**src/hdl/adc_ctrl_pkg.sv**
```systemverilog
// Constants shared by the converter control block and its bit-decision engine.
// Assumes a single 250 MHz clock and a comparator fed by the analog front end.
//
// Overview of operation
// - Above upper reference gives all ones result.
// - Below lower reference gives zero result.
// - Three-bit field selects the converted channel.
// - Converter-on starts continuous back-to-back conversions.
// - Conversion end sets flag, loads result registers.
// - High-byte read or control write clears flag.
// - Channel change aborts, clears flag, restarts conversion.
// - Clearing converter-on stops conversions, saves power.
// - Wait mode leaves converter running.
// - Halt disables converter; settle after wake.
package adc_ctrl_pkg;
	localparam int RES_BITS     = 10;
	localparam int CH_BITS      = 3;
	localparam int CH_POS       = 0;
	localparam int EOC_POS      = 7;
	localparam int ON_POS       = 5;
	localparam logic [7:0] CSR_RESET   = 8'h00;
	localparam logic [7:0] HIGH_FULL   = 8'hff;
	localparam logic [1:0] LOW_FULL    = 2'h3;
	localparam int SAMPLE_NS    = 200;
	localparam int CLK_NS       = 4;
	localparam int SAMPLE_CYC   = (SAMPLE_NS + CLK_NS - 1) / CLK_NS;
	localparam int BIT_CYC      = 4;
	localparam int SETTLE_NS    = 20000;
	localparam int SETTLE_CYC   = (SETTLE_NS + CLK_NS - 1) / CLK_NS;
endpackage

```
**src/hdl/sar_bus_if.sv**
```systemverilog
// Link between control and bit-decision engine; same clock both sides.
interface sar_bus_if;
	logic                 start;
	logic                 abort;
	logic                 cmpHigh;
	logic                 done;
	logic [9:0]           result;
	logic [9:0]           trial;
	logic                 sampling;
	modport ctrl (output start, output abort, input done, input result, input sampling);
	modport eng  (input start, input abort, input cmpHigh, output done, output result,
		output trial, output sampling);
endinterface

```
**src/hdl/sar_engine.sv**
```systemverilog
// Successive-approximation engine: sample, then ten bit decisions MSB first.
// Assumes the comparator input is already synchronised by the top.
module sar_engine
	import adc_ctrl_pkg::*;
#(
	parameter int SAMPLE_CYCLES = SAMPLE_CYC,
	parameter int BIT_CYCLES    = BIT_CYC
) (
	input  wire logic clk,
	input  wire logic rst,
	sar_bus_if.eng    bus
);
	// Under four bit cycles the decision outruns trial flop plus synchroniser
	if (SAMPLE_CYCLES < 1 || SAMPLE_CYCLES > 255 || BIT_CYCLES < 4 || BIT_CYCLES > 255) begin
		$error("sar_engine: cycle counts out of range");
	end

	typedef enum logic [2:0] {
		IDLE = 3'b001,
		SAMP = 3'b010,
		CONV = 3'b100
	} state_t;

	typedef struct packed {
		state_t     st;
		logic [7:0] cnt;
		logic [3:0] bitIdx;
		logic [9:0] acc;
		logic [9:0] res;
		logic       done;
	} eng_t;

	eng_t r_ff, nxt_r;

	always_comb begin
		nxt_r = r_ff;
		nxt_r.done = 1'b0;
		case (r_ff.st)
			IDLE: begin
				if (bus.start) begin
					nxt_r.st  = SAMP;
					nxt_r.cnt = 8'(SAMPLE_CYCLES - 1);
				end
			end
			SAMP: begin
				if (r_ff.cnt == 8'h00) begin
					nxt_r.st     = CONV;
					nxt_r.cnt    = 8'(BIT_CYCLES - 1);
					nxt_r.bitIdx = 4'(RES_BITS - 1);
					nxt_r.acc    = 10'h200;
				end else begin
					nxt_r.cnt = r_ff.cnt - 8'h01;
				end
			end
			CONV: begin
				if (r_ff.cnt != 8'h00) begin
					nxt_r.cnt = r_ff.cnt - 8'h01;
				end else begin
					// Comparator high keeps trial bit; saturates to all ones or zero
					nxt_r.acc = r_ff.acc;
					if (!bus.cmpHigh)
						nxt_r.acc[r_ff.bitIdx] = 1'b0;
					if (r_ff.bitIdx == 4'h0) begin
						nxt_r.res  = nxt_r.acc;
						nxt_r.done = 1'b1;
						nxt_r.st   = IDLE;
					end else begin
						nxt_r.acc[r_ff.bitIdx - 4'h1] = 1'b1;
						nxt_r.bitIdx = r_ff.bitIdx - 4'h1;
						nxt_r.cnt    = 8'(BIT_CYCLES - 1);
					end
				end
			end
			default: nxt_r.st = IDLE;
		endcase
		if (bus.abort) begin
			nxt_r.st   = IDLE;
			nxt_r.done = 1'b0;
		end
	end

	always_ff @(posedge clk) begin
		if (rst) begin
			r_ff <= '{st: IDLE, cnt: 8'h00, bitIdx: 4'h0, acc: 10'h000, res: 10'h000,
				done: 1'b0};
		end else begin
			r_ff <= nxt_r;
		end
	end

	assign bus.done     = r_ff.done;
	assign bus.result   = r_ff.res;
	assign bus.trial    = r_ff.acc;
	assign bus.sampling = (r_ff.st == SAMP);
endmodule

```
**src/hdl/adc_conversion_control.sv**
```systemverilog
// Converter control: control/status register, result registers, mode handling.
// Assumes a CPU-side byte port on the same clock and an external comparator
// and multiplexer driven from the outputs here; comparator is asynchronous.
module adc_conversion_control
	import adc_ctrl_pkg::*;
#(
	parameter int SETTLE_CYCLES = SETTLE_CYC
) (
	input  wire logic       clk,
	input  wire logic       rst,
	input  wire logic       csrWrite,
	input  wire logic [7:0] csrWdata,
	input  wire logic       csrRead,
	input  wire logic       highRead,
	input  wire logic       lowRead,
	input  wire logic       waitMode,
	input  wire logic       haltMode,
	input  wire logic       cmpHighAsync,
	output logic [7:0]      csrRdata,
	output logic [7:0]      resultHigh,
	output logic [7:0]      resultLow,
	output logic [2:0]      channelSel,
	output logic            converterPower,
	output logic            sampleHold,
	output logic [9:0]      dacTrial,
	output logic            resultSettled
);
	if (SETTLE_CYCLES < 1 || SETTLE_CYCLES > 65535) begin
		$error("adc_conversion_control: SETTLE_CYCLES out of range");
	end

	////////////////////////////////////////////////////////////////////////////

	typedef struct packed {
		logic [1:0]  cmpSync;
		logic [2:0]  chan;
		logic        on;
		logic        eoc;
		logic        running;
		logic [15:0] settleCnt;
		logic [9:0]  res;
		logic        start;
		logic        abort;
		logic [7:0]  csrOut;
		logic [7:0]  hiOut;
		logic [7:0]  loOut;
		logic [9:0]  trialOut;
		logic        sampOut;
		logic        powerOut;
		logic        settled;
	} ctl_t;

	ctl_t r_ff, nxt_r;

	sar_bus_if bus ();

	assign bus.cmpHigh = r_ff.cmpSync[1];
	assign bus.start   = r_ff.start;
	assign bus.abort   = r_ff.abort;

	sar_engine #(
		.SAMPLE_CYCLES (SAMPLE_CYC),
		.BIT_CYCLES    (BIT_CYC)
	) engine (
		.clk (clk),
		.rst (rst),
		.bus (bus)
	);

	////////////////////////////////////////////////////////////////////////////

	logic enabled;
	logic chanChange;
	logic [7:0] csrView;

	always_comb begin
		// Wait mode is deliberately ignored; only halt gates the converter
		enabled    = r_ff.on && !haltMode;
		chanChange = csrWrite && (csrWdata[CH_POS +: CH_BITS] != r_ff.chan);
		csrView    = 8'h00;
		csrView[EOC_POS] = r_ff.eoc;
		csrView[ON_POS]  = r_ff.on;
		csrView[CH_POS +: CH_BITS] = r_ff.chan;
	end

	always_comb begin
		nxt_r = r_ff;
		nxt_r.cmpSync = {r_ff.cmpSync[0], cmpHighAsync};
		nxt_r.start   = 1'b0;
		nxt_r.abort   = 1'b0;

		if (csrWrite) begin
			nxt_r.chan = csrWdata[CH_POS +: CH_BITS];
			nxt_r.on   = csrWdata[ON_POS];
		end

		// Abort on channel change, power-off or halt entry
		if (r_ff.running && (chanChange || !enabled ||
				(csrWrite && !csrWdata[ON_POS]))) begin
			nxt_r.abort   = 1'b1;
			nxt_r.running = 1'b0;
		end else if (bus.done) begin
			nxt_r.res     = bus.result;
			nxt_r.running = 1'b0;
		end else if (!r_ff.running && enabled && !r_ff.abort && !r_ff.start) begin
			// Back-to-back restart; one idle cycle lets the abort settle first
			nxt_r.start   = 1'b1;
			nxt_r.running = 1'b1;
		end

		// Flag clears on high-byte read or any control write; a completion in
		// the same cycle as a read still wins, except one aborted by the write or by halt
		if (highRead || csrWrite)
			nxt_r.eoc = 1'b0;
		if (bus.done && !(r_ff.running && (chanChange || !enabled ||
				(csrWrite && !csrWdata[ON_POS]))))
			nxt_r.eoc = 1'b1;

		// Settle interval after leaving halt before results are trusted
		if (haltMode) begin
			nxt_r.settleCnt = 16'(SETTLE_CYCLES);
			nxt_r.settled   = 1'b0;
		end else if (r_ff.settleCnt != 16'h0000) begin
			nxt_r.settleCnt = r_ff.settleCnt - 16'h0001;
			nxt_r.settled   = 1'b0;
		end else begin
			nxt_r.settled  = 1'b1;
		end

		nxt_r.csrOut   = csrView;
		nxt_r.hiOut    = nxt_r.res[9:2];
		nxt_r.loOut    = {6'h00, nxt_r.res[1:0]};
		nxt_r.trialOut = bus.trial;
		nxt_r.sampOut  = bus.sampling;
		nxt_r.powerOut = enabled;
	end

	////////////////////////////////////////////////////////////////////////////

	always_ff @(posedge clk) begin
		if (rst) begin
			r_ff <= '0;
			r_ff.settled <= 1'b1;
		end else begin
			r_ff <= nxt_r;
		end
	end

	assign csrRdata       = r_ff.csrOut;
	assign resultHigh     = r_ff.hiOut;
	assign resultLow      = r_ff.loOut;
	assign channelSel     = r_ff.chan;
	assign converterPower = r_ff.powerOut;
	assign sampleHold     = r_ff.sampOut;
	assign dacTrial       = r_ff.trialOut;
	assign resultSettled  = r_ff.settled;
endmodule

```
**config.mk**
```make
export PLATFORM = sky130hd
export DESIGN_NAME = adc_conversion_control
export DESIGN_NICKNAME = d
export VERILOG_FILES = /design/src/hdl/adc_ctrl_pkg.sv /design/src/hdl/sar_bus_if.sv /design/src/hdl/sar_engine.sv /design/src/hdl/adc_conversion_control.sv
export SDC_FILE = /design/constraint.sdc
export NUM_CORES = 1
export LEC_CHECK = 0
export BUFFER_PORTS_ARGS = -buffer_cell sky130_fd_sc_hd__clkbuf_2
export CELL_PAD_IN_SITES_DETAIL_PLACEMENT = 1
export CELL_PAD_IN_SITES_GLOBAL_PLACEMENT = 1
export CORE_ASPECT_RATIO = 0.7
export CORE_MARGIN = 2
export CORE_UTILIZATION = 43
export DETAILED_ROUTE_END_ITERATION = 16
export HOLD_SLACK_MARGIN = 0.03
export MAX_ROUTING_LAYER = met4
export PLACE_DENSITY_LB_ADDON = 0.1
export SETUP_SLACK_MARGIN = 0.4
export SKIP_LAST_GASP = 1
export SLEW_MARGIN = 20
export SYNTH_ARGS = -nofsm -noshare
export SYNTH_HDL_FRONTEND = slang
export SYNTH_SLANG_ARGS = --single-unit
```
**constraint.sdc**
```tcl
create_clock -name clk -period 2.4 [get_ports clk]
set_input_delay 0.24 -clock clk [delete_from_list [all_inputs] [get_ports clk]]
set_output_delay 0.24 -clock clk [all_outputs]
set_load 0.03 [all_outputs]
```
Word-level counts from Yosys, hierarchy flattened
Index checks and enable logic that the tools add are counted.
{"block": "op_classes", "addsub": 3, "order_cmp": 4, "eq_ne": 10, "n_mux": 31, "bitwise": 5, "reduce_logical": 37}
{"cell": "$mux W10", "count": 4}
{"cell": "$mux W11", "count": 3}
{"cell": "$mux W16", "count": 2}
{"cell": "$pmux W14 S2", "count": 1}
{"cell": "$mux W25", "count": 1}
{"cell": "$pmux W8 S3", "count": 1}
{"cell": "$mux W22", "count": 1}
{"cell": "$mux W8", "count": 2}
{"cell": "$reduce_bool A16 Y1", "count": 1}
{"cell": "$sub A16 B1 Y16 const B", "count": 1}
{"cell": "$mux W14", "count": 1}
{"cell": "$and A10 B10 Y10", "count": 1}
{"cell": "$logic_and A1 B1 Y1", "count": 10}
{"cell": "$lt A4 B5 Y1 const B", "count": 2}
{"cell": "$not A10 Y10", "count": 1}
{"cell": "$or A10 B10 Y10", "count": 1}
{"cell": "$mux W1", "count": 9}
{"cell": "$mux W3", "count": 3}
{"cell": "$pmux W3 S3", "count": 1}
{"cell": "$reduce_and A3 Y1", "count": 3}
{"cell": "$demux W1 S4", "count": 2}
{"cell": "$ge A4 B1 Y1 const B", "count": 2}
{"cell": "$logic_not A8 Y1", "count": 1}
{"cell": "$reduce_and A4 Y1", "count": 2}
{"cell": "19 further kinds", "count": 34}
{"block": "totals", "register_bits": 109, "word_cells": 115}

Longest topological paths before layout
{"block": "depth", "depth_word": 13, "depth_mapped": 9, "mapped_depth_nobuf": 7}

Hierarchy
From an unflattened synthesis, not the netlist that was laid out.
{"block": "unflattened", "hier_cells": 507, "hier_area_um2": 4413.0}
{"module": "adc_conversion_control", "instances": 1, "cells_each": 255, "area_each_um2": 2427.3}
{"module": "sar_engine", "instances": 1, "cells_each": 252, "area_each_um2": 1985.7}

Least setup slack after synthesis
OpenSTA, ideal clock, no wires.
{"block": "synth_timing", "path_type": "reg-to-reg", "startpoint": "reg engine.r_ff[25] (netlist name)", "endpoint": "reg engine.r_ff (netlist bit engine.bus.trial[5])", "t_arrival_ps": 1996, "required_time_ps": 2326, "path_slack_ps": 329, "stages_incl_launch_ff": 10, "n_path_buf": 2, "path_cell_list": "dfxtp_1 > inv_1 > ha_1 > or4b_1 > buf_2 > or4_1 > buf_2 > a21oi_1 > o21ai_1 > o21ai_0"}
{"block": "synth_between", "elab_chain_len": 3, "word_cells_on_any_way": 5, "classes_between": "eq/ne: 2; reduce/logical: 3"}
{"item": "start: declaration", "line": "sar_engine.sv:33", "source": "eng_t r_ff, nxt_r;"}
{"item": "start signal: assignment", "line": "sar_engine.sv:84", "source": "r_ff <= '{st: IDLE, cnt: 8'h00, bitIdx: 4'h0, acc: 10'h000, res: 10'h000,"}
{"item": "start signal: assignment", "line": "sar_engine.sv:87", "source": "r_ff <= nxt_r;"}
{"item": "$reduce_bool A8 Y1 or $logic_not A8 Y1 (tied branches)", "line": "sar_engine.sv:56, sar_engine.sv:46"}
{"item": "$ne A2 B2 Y1 (no line) or $ne A2 B1 Y1 (tied branches)"}
{"item": "$reduce_and A3 Y1 (no line) (*)"}
Mark *: on every way between the ends. The rest lies on a longest branch, timed or not.
A chain may end at the register's enable or synchronous reset.

Worst setup path in the final report
{"block": "layout_timing", "startpoint": "reg engine.r_ff[25] (netlist name)", "endpoint": "reg engine.r_ff (netlist bit engine.bus.trial[6])"}
Same word-level chain as after synthesis.

==> results.json <==
{
  "postCtsHoldBufs": 0,
  "start_util": 0.4439,
  "drtIter0Drc": 139,
  "dieArea_um2": 10170,
  "yosysWarnings": 0,
  "cts_tree": "built",
  "multi_input_area_um2": 1978,
  "clkTransAtPathRegs_ps": 60,
  "startpoint_type": "register",
  "cp.arrival_ps": 2240,
  "layout.cells.non_filler": 617,
  "wire_per_inst_um": 15.56,
  "clockBufferDepth": 2,
  "rows": 29,
  "fin_crit_ps": 1979,
  "netlist_area_um2": 4026,
  "cp.required_ps": 2670,
  "ios": 57,
  "hold_class": "in -> reg",
  "place_hpwl_mm": 6.822,
  "syn_area_per_cell_um2": 8.753,
  "fillCellCount": 1081,
  "overflow": 0,
  "maxCapViolations": 0,
  "portBuffers": 40,
  "netlist_instances": 460,
  "hold_viol_final": 0,
  "fin_total_pwr_w": 0.003430,
  "ys_seq_elements": 90,
  "dp_cells": 594,
  "slew_headroom": 0.6299,
  "grt_max_degree": 35,
  "htree_levels": 3,
  "peakVddDrop_mv": 0.4044,
  "num_vias": 3198,
  "drive_above_1_share": 0.2434,
  "worstSkewPairLatency_ps": 340,
  "run_status": "finished clean",
  "finalSetupViolCount": 0,
  "drv_slew": 0,
  "antenna_found_initial": 0,
  "diodes": 0,
  "synth-edff-count": 0,
  "place_congestion": 0.7873,
  "critPathCaptureType": "register",
  "clock-sinks": 90,
  "critPathKind": "reg -> reg",
  "nNetsFinal": 508,
  "clockRootBuffer": "clkbuf_16",
  "rsz0062_at_grt": "yes",
  "regArea_um2": 1804,
  "die_height_um": 84.96,
  "fin_setup_tns_ps": 0,
  "finalCritPeriodShare": 0.8244,
  "holdWs_ps": 114.2,
  "syn_to_final_growth_pct": 16.28,
  "grt_pass1_vias": 3185,
  "max_freq_mhz": 505.4,
  "drc": 0,
  "die_x_um": 119.7,
  "core_um2": 9071,
  "crit_fanout": 7,
  "grtUsageTotal": 0.2067,
  "drt_pre_antenna_iters": 4,
  "pre_cts_ws_ps": 287.3,
  "ys_async_sr_fraction": 0,
  "p_per_area_nw_per_um2": 732.6,
  "leakage_nw": 1.945,
  "worst_pin_slew_ps": 541.1,
  "fin_ws_ps": 421.3,
  "yosysSeqAreaShare": 0.4475,
  "numCtsBuffers": 9,
  "grt_pass1_wl_mm": 16.22,
  "routed_wl_mm": 9.600,
  "yosys.cell_types.count": 51,
  "post_drt_via_cell_ratio": 5.183,
  "synthFlopType": "dfxtp_1",
  "worst_clock_skew_ps": 6.486,
  "antenna_left": 0
}
[cells by family (layout without fill, tap and decap cells)]
logic type / count (synthesis) / after routing / share of synthesized area
mux: 15 / 15 / 0.03729
compound gates: 93 / 93 / 0.1442
other cells: 1 / 9 / 0.0009314
flops: 90 / 90 / 0.4475
xor+xnor: 15 / 15 / 0.03263
buf+inv: 69 / 94 / 0.1004
simple gates: 174 / 174 / 0.2278
fa+ha+maj: 3 / 3 / 0.009324
[through the flow]
stage	cell area, µm²	utilization
2_1_floorplan	4103	-
3_3_place_gp	4237	0.4670
3_5_place_dp	4237	0.4670
4_1_cts	4582	0.5051
5_1_grt	4682	0.5161
6_report	4682	0.5161
[layout make-up]
class,instances,share of cell area
Inverter,10,0.008017
Clock inverter,5,0.01149
Clock buffer,11,0.05184
Multi-Input combinational cell,309,0.4225
Tap cell,124,0.03314
Sequential cell,90,0.3854
Timing Repair Buffer,68,0.08765
[flip-flops by register name (all words and copies together) (netlist names), 2 cells and up]
name,flops
channelSel,3
engine.r_ff,15
dacTrial,10
csrRdata,5
engine.bus.result,10
engine.bus.trial,10
r_ff,27
csrView,2
[synth_stat cells (3+ instances only)]
library cell	count	share of area
nor2b_1	22	0.034
or3b_2	3	0.0065
o31ai_1	6	0.011
nor3_1	14	0.017
xor2_1	6	0.013
dfxtp_1	90	0.45
nor4b_1	4	0.0087
clkbuf_1	16	0.015
a311oi_1	4	0.0087
xnor2_1	9	0.020
nor3b_1	6	0.011
nand2b_1	7	0.011
buf_2	5	0.0062
buf_4	37	0.069
a211oi_1	9	0.017
nor4_1	3	0.0047
a21oi_1	33	0.041
or3_1	3	0.0047
or4_1	4	0.0075
mux2i_1	15	0.037
o21ai_1	6	0.0075
nand3b_1	6	0.011
o21ai_0	15	0.019
or2_2	3	0.0047
inv_1	10	0.0093
nand3_1	7	0.0087
ha_1	3	0.0093
nand2_1	32	0.030
nor2_1	50	0.047
a31oi_1	4	0.0062
[where the power goes]
part	switching, W	internal, W
sequential	0.0000497	0.00154
combinational	0.000252	0.000180
clock	0.000578	0.000832
[path summary, 6_finish.rpt]
path	slack, ps	from	end	depth (start not counted)
worst max-delay path	420	engine.r_ff[25]	engine.bus.trial[6]	7
worst min-delay path	110	cmpHighAsync	nxt_r[72]	2
worst max register to register	420	engine.r_ff[25]	engine.bus.trial[6]	7
worst min register to register	440	nxt_r[72]	bus.cmpHigh	1
[worst max-delay path, stage by stage, from the launching register on]
cell     delay [ps]
dfxtp_2         340
inv_2            60
ha_4            140
or4b_4          520
or4_4           530
a21oi_2         150
o21ai_1          70
o21ai_1          90
[metal layers]
| layer | global-route usage | up-vias | part of all wire |
|---|---|---|---|
| met4 | 0.05134 | 0 | 0.0076 |
| met5 | - | - | 0 |
| li1 | - | 1607 | - |
| met3 | 0.05309 | 7 | 0.039 |
| met1 | 0.2772 | 1532 | 0.51 |
| met2 | 0.3132 | 52 | 0.44 |
[repair_timing]
| item | 4_1_cts | 5_1_grt |
|---|---|---|
| resized for setup | 8 | 15 |
| pin swaps | 2 | 2 |
| endpoints found under the hold margin | 0 | 0 |
| setup buffers | 3 | 4 |
| endpoints found under the setup margin | 23 | 32 |
[placed cells by master (no fill, tap or decap), types with 3 or more instances in the layout]
master     count
a211oi_1       8
a21oi_1       29
a21oi_2        4
a311oi_1       3
a31oi_1        4
buf_4         28
clkbuf_16      9
clkbuf_2      40
clkinv_2       3
conb_1         9
dfxtp_1       88
inv_1          8
mux2i_1       15
nand2_1       31
nand2b_1       7
nand3_1        7
nand3b_1       6
nor2_1        47
nor2_2         3
nor2b_1       22
nor3_1        12
nor3b_1        5
nor4_1         3
nor4b_2        3
o21ai_0       10
o21ai_1       11
o31ai_1        6
or2_2          3
or3_1          3
xnor2_1        9
xor2_1         6
No activity file was read; power rests on OpenSTA's default activity.
